--- src/design/fdob_regs.vh ---
// Object dictionary indices, keywords, reset values and timing counts
// for the drive object bank. Included by the bank module only.
`ifndef FDOB_REGS_VH
`define FDOB_REGS_VH
// Object indices, used directly as the access index
`define FDOB_IDX_STORE 16'h1010
`define FDOB_IDX_RESTORE 16'h1011
`define FDOB_IDX_EMCY_ID 16'h1014
`define FDOB_IDX_HB_CONSUME 16'h1016
`define FDOB_IDX_HB_PRODUCE 16'h1017
`define FDOB_IDX_IDENTITY 16'h1018
`define FDOB_IDX_OPERATION 16'h2000
`define FDOB_IDX_SPEED 16'h2010
`define FDOB_IDX_TORQUE 16'h2020
// Keywords, first character in the low byte
`define FDOB_KEY_SAVE 32'h65766173
`define FDOB_KEY_LOAD 32'h64616F6C
// Factory defaults of the communication settings
`define FDOB_DEF_HB_CONSUME 32'h00000000
`define FDOB_DEF_HB_PRODUCE 32'h00000000
`define FDOB_DEF_EMCY_BASE 32'h00000080
// Operation word fields
`define FDOB_OP_FWD 0
`define FDOB_OP_REV 1
`define FDOB_OP_VIN_LO 2
`define FDOB_OP_FAULT 8
`define FDOB_OP_RESET 9
`define FDOB_OP_MASK 16'h037F
// Run source value selecting the network as run source
`define FDOB_RUN_SRC_NET 8'h03
// Control method code for open loop vector
`define FDOB_CTRL_OLV 2'h2
// Heartbeat tick: 1 ms at 100 ns clock
`define FDOB_CLK_PERIOD_NS 100
`define FDOB_TICK_NS 1000000
`define FDOB_TICK_CYCLES (`FDOB_TICK_NS / `FDOB_CLK_PERIOD_NS)
// Identity answer, value arbitrary
`define FDOB_IDENTITY_DEF 32'h00001234
`endif

--- src/design/fdob_bank.v ---
// Object dictionary bank of the fieldbus option card: keyword triggers,
// heartbeat timing, identity and the drive command words.
// Assumes a frame decoder presents one-cycle index accesses synchronous to
// clock_in and a storage engine that answers saves with a done pulse.
`timescale 1ns/1ps
`include "fdob_regs.vh"

// Functional notes
// - SAVE keyword copies comm settings to storage
// - Stored settings apply only after reset events
// - Emergency identifier is read-only, writes rejected
// - Consumer timeout in ms, zero disables supervision
// - Own heartbeat sent every producer period ms
// - Producer period zero sends no heartbeat
// - Identity entry is read-only 32-bit information
// - Run bits act only when source equals 3
// - Bits 2-6 drive five virtual inputs
// - Bit 8 external fault, bit 9 fault reset
// - Speed reference is 16-bit read/write
// - Torque ceiling acts only in open-loop vector
module fdob_bank
(
    input wire clock_in,
    input wire rst_in,
    input wire acc_valid_in,
    input wire acc_write_in,
    input wire [15:0] acc_index_in,
    input wire [31:0] acc_wdata_in,
    input wire [6:0] node_id_in,
    input wire node_reset_in,
    input wire comm_reset_in,
    input wire [31:0] nv_hb_consume_in,
    input wire [31:0] nv_hb_produce_in,
    input wire nv_valid_in,
    input wire nv_done_in,
    input wire master_hb_in,
    input wire [7:0] run_source_select_param_in,
    input wire [1:0] control_method_in,
    output reg acc_ack_out,
    output reg acc_err_out,
    output reg [31:0] acc_rdata_out,
    output reg nv_store_out,
    output reg [31:0] nv_hb_consume_out,
    output reg [31:0] nv_hb_produce_out,
    output reg heartbeat_send_out,
    output reg heartbeat_lost_out,
    output reg run_forward_out,
    output reg run_reverse_out,
    output reg [4:0] virtual_input_out,
    output reg network_external_fault_out,
    output reg fault_reset_out,
    output reg [15:0] speed_reference_out,
    output reg [15:0] torque_ceiling_out,
    output reg torque_ceiling_valid_out
);

    // Active communication settings
    reg [31:0] hb_consume;
    reg [31:0] hb_produce;
    // Storage request pending until engine done
    reg store_busy;
    // Drive command words
    reg [15:0] operation_word;
    reg [15:0] speed_reference;
    reg [15:0] torque_ceiling;
    // Heartbeat timing
    reg [13:0] tick_cnt;
    reg tick;
    reg [31:0] prod_ms;
    reg [31:0] cons_ms;
    // Decoded access strobes
    wire wr = acc_valid_in & acc_write_in;
    wire rd = acc_valid_in & ~acc_write_in;
    wire [31:0] emcy_id = `FDOB_DEF_EMCY_BASE | {25'h0, node_id_in};
    reg known;
    reg writable;
    reg [31:0] next_rdata;

    // Index decode and read mux
    always @*
    begin
        known = 1'b1;
        writable = 1'b1;
        next_rdata = 32'h00000000;
        case (acc_index_in)
            `FDOB_IDX_STORE: next_rdata = 32'h00000001; // Store supported
            `FDOB_IDX_RESTORE: next_rdata = 32'h00000001; // Restore supported
            `FDOB_IDX_EMCY_ID:
            begin
                next_rdata = emcy_id;
                writable = 1'b0;
            end
            `FDOB_IDX_HB_CONSUME: next_rdata = hb_consume;
            `FDOB_IDX_HB_PRODUCE: next_rdata = hb_produce;
            `FDOB_IDX_IDENTITY:
            begin
                next_rdata = `FDOB_IDENTITY_DEF;
                writable = 1'b0;
            end
            `FDOB_IDX_OPERATION: next_rdata = {16'h0000, operation_word};
            `FDOB_IDX_SPEED: next_rdata = {16'h0000, speed_reference};
            `FDOB_IDX_TORQUE: next_rdata = {16'h0000, torque_ceiling};
            default:
            begin
                known = 1'b0;
                writable = 1'b0;
            end
        endcase
    end

    // Access answer one cycle after the request
    always @(posedge clock_in or posedge rst_in)
    begin
        if (rst_in)
        begin
            acc_ack_out <= 1'b0;
            acc_err_out <= 1'b0;
            acc_rdata_out <= 32'h00000000;
        end
        else
        begin
            acc_ack_out <= acc_valid_in;
            acc_err_out <= acc_valid_in & (~known | (acc_write_in & ~writable));
            acc_rdata_out <= rd ? next_rdata : 32'h00000000;
        end
    end

    // Communication settings, store and restore keywords
    always @(posedge clock_in or posedge rst_in)
    begin
        if (rst_in)
        begin
            hb_consume <= `FDOB_DEF_HB_CONSUME;
            hb_produce <= `FDOB_DEF_HB_PRODUCE;
            store_busy <= 1'b0;
            nv_store_out <= 1'b0;
            nv_hb_consume_out <= 32'h00000000;
            nv_hb_produce_out <= 32'h00000000;
        end
        else
        begin
            nv_store_out <= 1'b0;
            if (nv_done_in)
            begin
                store_busy <= 1'b0;
            end
            if ((node_reset_in | comm_reset_in) & nv_valid_in)
            begin
                // Stored image becomes active only here
                hb_consume <= nv_hb_consume_in;
                hb_produce <= nv_hb_produce_in;
            end
            else if (node_reset_in | comm_reset_in)
            begin
                hb_consume <= `FDOB_DEF_HB_CONSUME;
                hb_produce <= `FDOB_DEF_HB_PRODUCE;
            end
            else if (wr)
            begin
                case (acc_index_in)
                    `FDOB_IDX_STORE:
                    begin
                        // Snapshot only on exact keyword and idle engine
                        if (acc_wdata_in == `FDOB_KEY_SAVE && !store_busy)
                        begin
                            nv_store_out <= 1'b1;
                            store_busy <= 1'b1;
                            nv_hb_consume_out <= hb_consume;
                            nv_hb_produce_out <= hb_produce;
                        end
                    end
                    `FDOB_IDX_RESTORE:
                    begin
                        if (acc_wdata_in == `FDOB_KEY_LOAD)
                        begin
                            hb_consume <= `FDOB_DEF_HB_CONSUME;
                            hb_produce <= `FDOB_DEF_HB_PRODUCE;
                        end
                    end
                    `FDOB_IDX_HB_CONSUME: hb_consume <= acc_wdata_in;
                    `FDOB_IDX_HB_PRODUCE: hb_produce <= acc_wdata_in;
                    default:
                    begin
                        hb_consume <= hb_consume;
                    end
                endcase
            end
        end
    end

    // Drive command words
    always @(posedge clock_in or posedge rst_in)
    begin
        if (rst_in)
        begin
            operation_word <= 16'h0000;
            speed_reference <= 16'h0000;
            torque_ceiling <= 16'h0000;
        end
        else if (wr)
        begin
            case (acc_index_in)
                `FDOB_IDX_OPERATION: operation_word <= acc_wdata_in[15:0] & `FDOB_OP_MASK;
                `FDOB_IDX_SPEED: speed_reference <= acc_wdata_in[15:0];
                `FDOB_IDX_TORQUE: torque_ceiling <= acc_wdata_in[15:0];
                default:
                begin
                    operation_word <= operation_word;
                end
            endcase
        end
    end

    // Command outputs towards the drive
    always @(posedge clock_in or posedge rst_in)
    begin
        if (rst_in)
        begin
            run_forward_out <= 1'b0;
            run_reverse_out <= 1'b0;
            virtual_input_out <= 5'h00;
            network_external_fault_out <= 1'b0;
            fault_reset_out <= 1'b0;
            speed_reference_out <= 16'h0000;
            torque_ceiling_out <= 16'h0000;
            torque_ceiling_valid_out <= 1'b0;
        end
        else
        begin
            // Run bits gated by run source selection
            run_forward_out <= operation_word[`FDOB_OP_FWD]
                & (run_source_select_param_in == `FDOB_RUN_SRC_NET);
            run_reverse_out <= operation_word[`FDOB_OP_REV]
                & (run_source_select_param_in == `FDOB_RUN_SRC_NET);
            virtual_input_out <= operation_word[`FDOB_OP_VIN_LO +: 5];
            network_external_fault_out <= operation_word[`FDOB_OP_FAULT];
            fault_reset_out <= operation_word[`FDOB_OP_RESET];
            speed_reference_out <= speed_reference;
            torque_ceiling_out <= torque_ceiling;
            torque_ceiling_valid_out <= (control_method_in == `FDOB_CTRL_OLV);
        end
    end

    // One millisecond tick
    always @(posedge clock_in or posedge rst_in)
    begin
        if (rst_in)
        begin
            tick_cnt <= 14'h0000;
            tick <= 1'b0;
        end
        else if ({18'h0, tick_cnt} == `FDOB_TICK_CYCLES - 1)
        begin
            tick_cnt <= 14'h0000;
            tick <= 1'b1;
        end
        else
        begin
            tick_cnt <= tick_cnt + 14'h0001;
            tick <= 1'b0;
        end
    end

    // Producer heartbeat: pulse each period, silent at zero
    always @(posedge clock_in or posedge rst_in)
    begin
        if (rst_in)
        begin
            prod_ms <= 32'h00000000;
            heartbeat_send_out <= 1'b0;
        end
        else if (hb_produce == 32'h00000000)
        begin
            prod_ms <= 32'h00000000;
            heartbeat_send_out <= 1'b0;
        end
        else if (tick && prod_ms >= hb_produce - 32'h00000001)
        begin
            prod_ms <= 32'h00000000;
            heartbeat_send_out <= 1'b1;
        end
        else
        begin
            prod_ms <= tick ? prod_ms + 32'h00000001 : prod_ms;
            heartbeat_send_out <= 1'b0;
        end
    end

    // Consumer supervision; relies on master beating faster than timeout
    always @(posedge clock_in or posedge rst_in)
    begin
        if (rst_in)
        begin
            cons_ms <= 32'h00000000;
            heartbeat_lost_out <= 1'b0;
        end
        else if (hb_consume == 32'h00000000)
        begin
            cons_ms <= 32'h00000000;
            heartbeat_lost_out <= 1'b0;
        end
        else if (master_hb_in)
        begin
            cons_ms <= 32'h00000000;
            heartbeat_lost_out <= 1'b0;
        end
        else if (tick && cons_ms < hb_consume)
        begin
            cons_ms <= cons_ms + 32'h00000001;
        end
        else if (cons_ms >= hb_consume)
        begin
            heartbeat_lost_out <= 1'b1;
        end
        else
        begin
            cons_ms <= cons_ms;
        end
    end

endmodule

--- config.mk ---
export PLATFORM = sky130hd
export DESIGN_NAME = fdob_bank
export DESIGN_NICKNAME = d
export VERILOG_FILES = /design/src/design/fdob_bank.v
export VERILOG_INCLUDE_DIRS = /design/src /design/src/design
export SDC_FILE = /design/constraint.sdc
export NUM_CORES = 1
export LEC_CHECK = 0
export BUFFER_PORTS_ARGS = -buffer_cell sky130_fd_sc_hd__buf_2
export CORE_MARGIN = 2
export CORE_UTILIZATION = 40
export CTS_CLUSTER_SIZE = 40
export DETAILED_ROUTE_END_ITERATION = 12
export PLACE_DENSITY = 0.62
export REMOVE_ABC_BUFFERS = 1
export SYNTH_ARGS = -nofsm -noshare
export SYNTH_HDL_FRONTEND = slang
export SYNTH_SLANG_ARGS = --single-unit
--- constraint.sdc ---
create_clock -name clock_in -period 9.3 [get_ports clock_in]
set_clock_uncertainty 0.15 [all_clocks]
set_input_delay 0.93 -clock clock_in [delete_from_list [all_inputs] [get_ports clock_in]]
set_output_delay 0.93 -clock clock_in [all_outputs]
set_load 0.01 [all_outputs]
* After elaboration in Yosys (flattened, before gate mapping)
Cells that the tools add are included.
** Cells by class
- Muxes and demuxes :: 38
- Bitwise operators :: 14
- Eq/ne operators :: 16
- Reductions and logical operators :: 22
- Add/sub/neg operators :: 4
- $lt $le $gt $ge :: 3
** Operators with widths (count)
- $mux 32 :: 14
- $pmux 32 s8 :: 1
- $pmux 32 s2 :: 2
- $eq 16x13->1 const B :: 6
- $add 32x1->32 const B :: 2
- $eq 32x31->1 const B :: 2
- $ge 32x32->1 :: 2
- $logic_not 32->1 :: 2
- $eq 16x14->1 const B :: 3
- $lt 32x32->1 :: 1
- $sub 32x1->32 const B :: 1
- $mux 1 :: 20
- $add 14x1->14 const B :: 1
- $eq 14x14->1 const B :: 1
- $mux 14 :: 1
- $reduce_bool 3->1 :: 4
- $reduce_or 9->1 :: 1
- $eq 8x2->1 const B :: 1
- $reduce_and 2->1 :: 4
- $reduce_bool 4->1 :: 2
- $and 1x1->1 :: 7
- $reduce_or 7->1 :: 1
- $reduce_and 3->1 :: 2
- $not 1->1 :: 5
- other kinds (8) :: 11
** Storage, ports and cells
- Input port bits :: 138
- Output and inout bits :: 143
- Word-level logic and storage cells :: 123
- Flip-flop bits (word level) :: 328

* Longest topological paths before layout
- Word-level depth :: 7
- Gate-level depth with buffers :: 17
- Gate-level depth less buffers :: 15

* Least setup slack after synthesis
No wires, ideal clock.
- Path kind :: register -> register
- Start point :: register hb_produce[15]
- End point :: register prod_ms[15]
- Clock period less this slack :: 4.227 ns
- Stages on the path, launching flop included :: 14
- Buffers on the path :: 0
- Path slack :: 5.073 ns
- Data arrival time :: 3.940 ns
- Setup time :: 0.137 ns
- Required time :: 9.013 ns
- Cells stage by stage :: dfrtp_1 > or4_4 > nor4b_1 > nand2_1 > or2_2 > nor4_1 > xnor2_1 > ha_1 > nand4_1 > or4_1 > a21oi_1 > nor2_1 > o21ai_0 > nor2_1
** Between the ends
- Longest elaborated chain between the ends :: 5
- Elaborated cells between the ends (all ways) :: 7
- Those cells by class :: add/sub: 1; order compare: 1; mux: 2; reduce/logical: 3
** RTL lines
- from (decl) :: RTL line fdob_bank.v:59 : reg [31:0] hb_produce;
- from (signal assigned) :: RTL line fdob_bank.v:134 : hb_produce <= `FDOB_DEF_HB_PRODUCE;
- from (signal assigned) :: RTL line fdob_bank.v:151 : hb_produce <= nv_hb_produce_in;
- from (signal assigned) :: RTL line fdob_bank.v:156 : hb_produce <= `FDOB_DEF_HB_PRODUCE;
- $sub 32x1->32 :: RTL line fdob_bank.v:277 : else if (tick && prod_ms >= hb_produce - 32'h00000001)
- $ge 32x32->1 :: RTL line fdob_bank.v:277
- $logic_and 1x1->1 :: RTL line fdob_bank.v:277
- $mux 32 :: RTL line fdob_bank.v:277
- $mux 32 :: RTL line fdob_bank.v:272 : else if (hb_produce == 32'h00000000)
- to (signal assigned) :: RTL line fdob_bank.v:284 : prod_ms <= tick ? prod_ms + 32'h00000001 : prod_ms;
- to (decl) :: RTL line fdob_bank.v:69 : reg [31:0] prod_ms;
Parallel ways exist; a longest one is shown, timed or not.
A chain may end at the register's enable or synchronous reset.

* Final worst setup path
- Start point :: register hb_produce[4]
- End point :: register prod_ms[16]
The elaborated chain is that of the path after synthesis.

==> out/qor.log <==
[logic_synthesis] commonest cells in the netlist dfrtp_1, nand2_1, nor2_1, a21oi_1, o21ai_0
[logic_synthesis] area fraction of the dominant cell type after synthesis 49.8%
[placed_design] total of buffers placed on input and output ports 280
[floorplanning] Chip Height 207 µm
[pwr] Pwr Density 167 nW/µm²
[timing] RSZ-0062 raised after global routing false
[floorplanning] die width 207 µm
[timing] Relative slew margins 19.6%
[floorplanning] Core Box Area 40700 µm²
[critical_path] chain of cells forming the critical path nor4_1 -> nand2_1 -> nor3_1 -> nand2_1 -> or2_2 -> nor4_1 -> xnor2_1 -> ha_1 -> nand4_1 -> or4_1 -> a21oi_1 -> nor2_1 -> buf_4 -> o21ai_0 -> nor2_1
[logic_synthesis] number of register bits inferred by synthesis 328
[placed_design] routability congestion estimate 0.951
[critical_path] Max stage delay on crit path 0.56 ns
[pwr] maximum resistive drop on vdd 111 µV
[floorplanning] I/O Pins 281
[run] max-cap violation count 0
[clocking] CTS Hold Buffers Added 0
[final_layout] growth of design area from synthesis to finish 19.8%
[clocking] Root Driver clkbuf_16
[logic_synthesis] main area contributors after synthesis dfrtp_1, nand2_1, ha_1
[logic_synthesis] Yosys warning count 0
[timing] worst hold-check slack 0.239 ns
[route] drt total wl 54000 µm
[critical_path] capturing element type of the critical path flip-flop
[timing] Worst Max-Slew Pin Slew 1.20 ns
[critical_path] standard cell with the maximum stage delay on the critical path nor4_1
[logic_synthesis] sequential element share of the synthesized area 49.8%
[critical_path] Setup Crit Path Kind reg -> reg
[clocking] # clock sinks 328
[route] Post-route DRC 0
[route] number of nets still failing antenna checks after routing 0
[logic_synthesis] netlist area before placement 16500 µm²
[route] via count of the routed design 14000
[logic_synthesis] count of flip-flops with a built-in enable after synthesis 0
[clocking] total CTS buffers 37
[clocking] H-tree depth reported by CTS 2
[timing] Hold Vio Cnt, Final 0
[timing] f_max 189 MHz
[clocking] Setup Buffers After CTS 0
[logic_synthesis] cell with the most instances after synthesis dfrtp_1
[critical_path] worst-path maximum fanout 32
[clocking] maximum number of buffers from clock root to sink 3
[grt] global-route wire length before repair 80300 µm
[status] result of the run completed
[route] starting DRC count in detailed routing 1277
[clocking] post-CTS clock slew at the launch and capture registers of the worst setup and hold paths 0.06 ns
[final_layout] count of nets after finishing 2090
[logic_synthesis] post-synthesis cell count 1627
[logic_synthesis] ys async rst share 100%
[floorplanning] initial standard-cell utilization of the core 40.4%
[floorplanning] Rows 74
[floorplanning] area enclosed by the die boundary 42800 µm²
[placed_design] post-detailed-placement half-perimeter wirelength 39500 µm
[grt] vias in the first global route 13400
[grt] antenna violations before repair 11
[critical_path] Required @ worst endpoint 9.57 ns
[timing] post-route fraction of the period consumed by the critical path 57.0%
[logic_synthesis] Synth area leader dfrtp_1
[route] first drt pass iteration count 8
[placed_design] placed cell count 2376
[clocking] clock latency of the later-clocked register in the worst-skew pair 0.57 ns
[route] WL/cell 21.9 µm
[pwr] static power due to leakage 9.78 nW
[grt] largest net degree at the start of global routing 153
[critical_path] Critical Path AT 5.57 ns
[logic_synthesis] number of distinct library cells after synthesis 66
[critical_path] launching element type of the critical path flip-flop
[clocking] Resized Gates After CTS 0
[timing] Final Max Slew Viols 0
[timing] Setup Viol. Count Final 0
[grt] gr usage total 25.0%
[grt] final global-route overflow total 0
[clocking] TritonCTS clock tree built
[logic_synthesis] dominant register cell in the synthesized netlist dfrtp_1
[pwr] Power, Total 0.00330 W
[logic_synthesis] Mean Syn Cell Area 10.1 µm²
[final_layout] proportion of layout cells with a drive suffix above 1 23.4%
[route] Via density 5.68
[final_layout] final std cells w/o fill 2459
[timing] Final Critical Period 5.30 ns
[worst_hold_path] classification of the worst-slack hold path reg -> reg
## worst max-delay path: cells and delay by family (launching register included)
kind | cells | cell delay (ns)
and+or+nand+nor | 10 | 3.04
AOI/OAI and AO/OA | 2 | 0.83
DFF | 1 | 0.45
adders and majority gates | 1 | 0.31
buffers and inverters | 1 | 0.26
xor gates and xnor gates | 1 | 0.11
## registers in the layout, indices dropped and copies added, names as in the netlist, 5 cells and up
signal and cells:
acc_rdata_out 32, cons_ms 32, hb_consume 32, hb_produce 32, nv_hb_consume_out 32, nv_hb_produce_out 32, operation_word 9, prod_ms 32
speed_reference 16, speed_reference_out 16, tick_cnt 14, torque_ceiling 16, torque_ceiling_out 16, virtual_input_out 5
## layer usage
| layer | GRT usage [%] | vias to the layer above | share of wire [%] |
|---|---|---|---|
| li1 | - | 6381 | - |
| met1 | 34.3 | 6988 | 43 |
| met2 | 39.8 | 513 | 47 |
| met3 | 3.85 | 83 | 6.7 |
| met4 | 10.2 | 0 | 3.2 |
| met5 | 0 | - | 0 |
## kinds of logic after synthesis
logic type | Yosys count | share of synthesized area (%)
AND/OR/NAND/NOR | 619 | 18.7
flip-flops | 328 | 49.8
AO/OA/AOI/OAI | 289 | 11.4
multiplexers | 138 | 8.94
buffers and inverters | 131 | 3.12
adder cells (fa/ha/maj) | 69 | 5.24
XOR/XNOR | 53 | 2.82
## cells in the final DEF, fill, tap and decap left out, types with 51 or more instances in the layout
cell type / instances
mux2i_1: 65
o21ai_0: 74
inv_1: 51
mux2_2: 71
buf_2: 280
nor2_1: 117
dfrtp_1: 328
ha_1: 69
a21oi_1: 76
nand2_1: 234
## layout make-up
type	count	area [µm²]
tap	532	666
clock inverter	17	228
timing repair buffer	296	1530
multi-input combinational	1168	7800
inverter	52	203
sequential	328	8210
antenna	15	37.5
clock buffer	51	1050
fill	3800	21000
## where the power goes
| group | internal [W] | switching (W) | leakage, nW |
|---|---|---|---|
| registers | 0.00145 | 0.0000338 | 4.50 |
| logic | 0.000103 | 0.000177 | 4.66 |
| clock network | 0.000913 | 0.000628 | 0.624 |
## stage by stage
stage | area, µm² | setup TNS [ns] | util (%) | setup WS [ns]
5_1_grt | 19700 | 0 | 48.4 | 3.67
3_5_place_dp | 18400 | 0 | 45.2 | 4.08
4_1_cts | 19700 | 0 | 48.3 | 4.05
2_1_floorplan | 16100 | -283.09 | - | -0.863
3_3_place_gp | 18400 | 0 | 45.2 | 4.24
6_report | 19700 | 0 | 48.4 | 4.00
## final timing paths
path | cells after the start | to | start | slack [ns]
worst max register to register | 15 | prod_ms[16]$_DFFE_PP0P_ | hb_produce[4]$_DFFE_PP0P_ | 4.00
min in group asynchronous | 2 | virtual_input_out[2]$_DFF_PP0_ | rst_in | 0.34
worst min register to register | 0 | speed_reference_out[8]$_DFF_PP0_ | speed_reference[8]$_DFFE_PP0P_ | 0.24
max in group asynchronous | 3 | nv_hb_produce_out[29]$_DFFE_PP0P_ | rst_in | 7.16
worst min-delay path | 0 | speed_reference_out[8]$_DFF_PP0_ | speed_reference[8]$_DFFE_PP0P_ | 0.24
worst max-delay path | 15 | prod_ms[16]$_DFFE_PP0P_ | hb_produce[4]$_DFFE_PP0P_ | 4.00
Power figures use the tool's default switching activity.
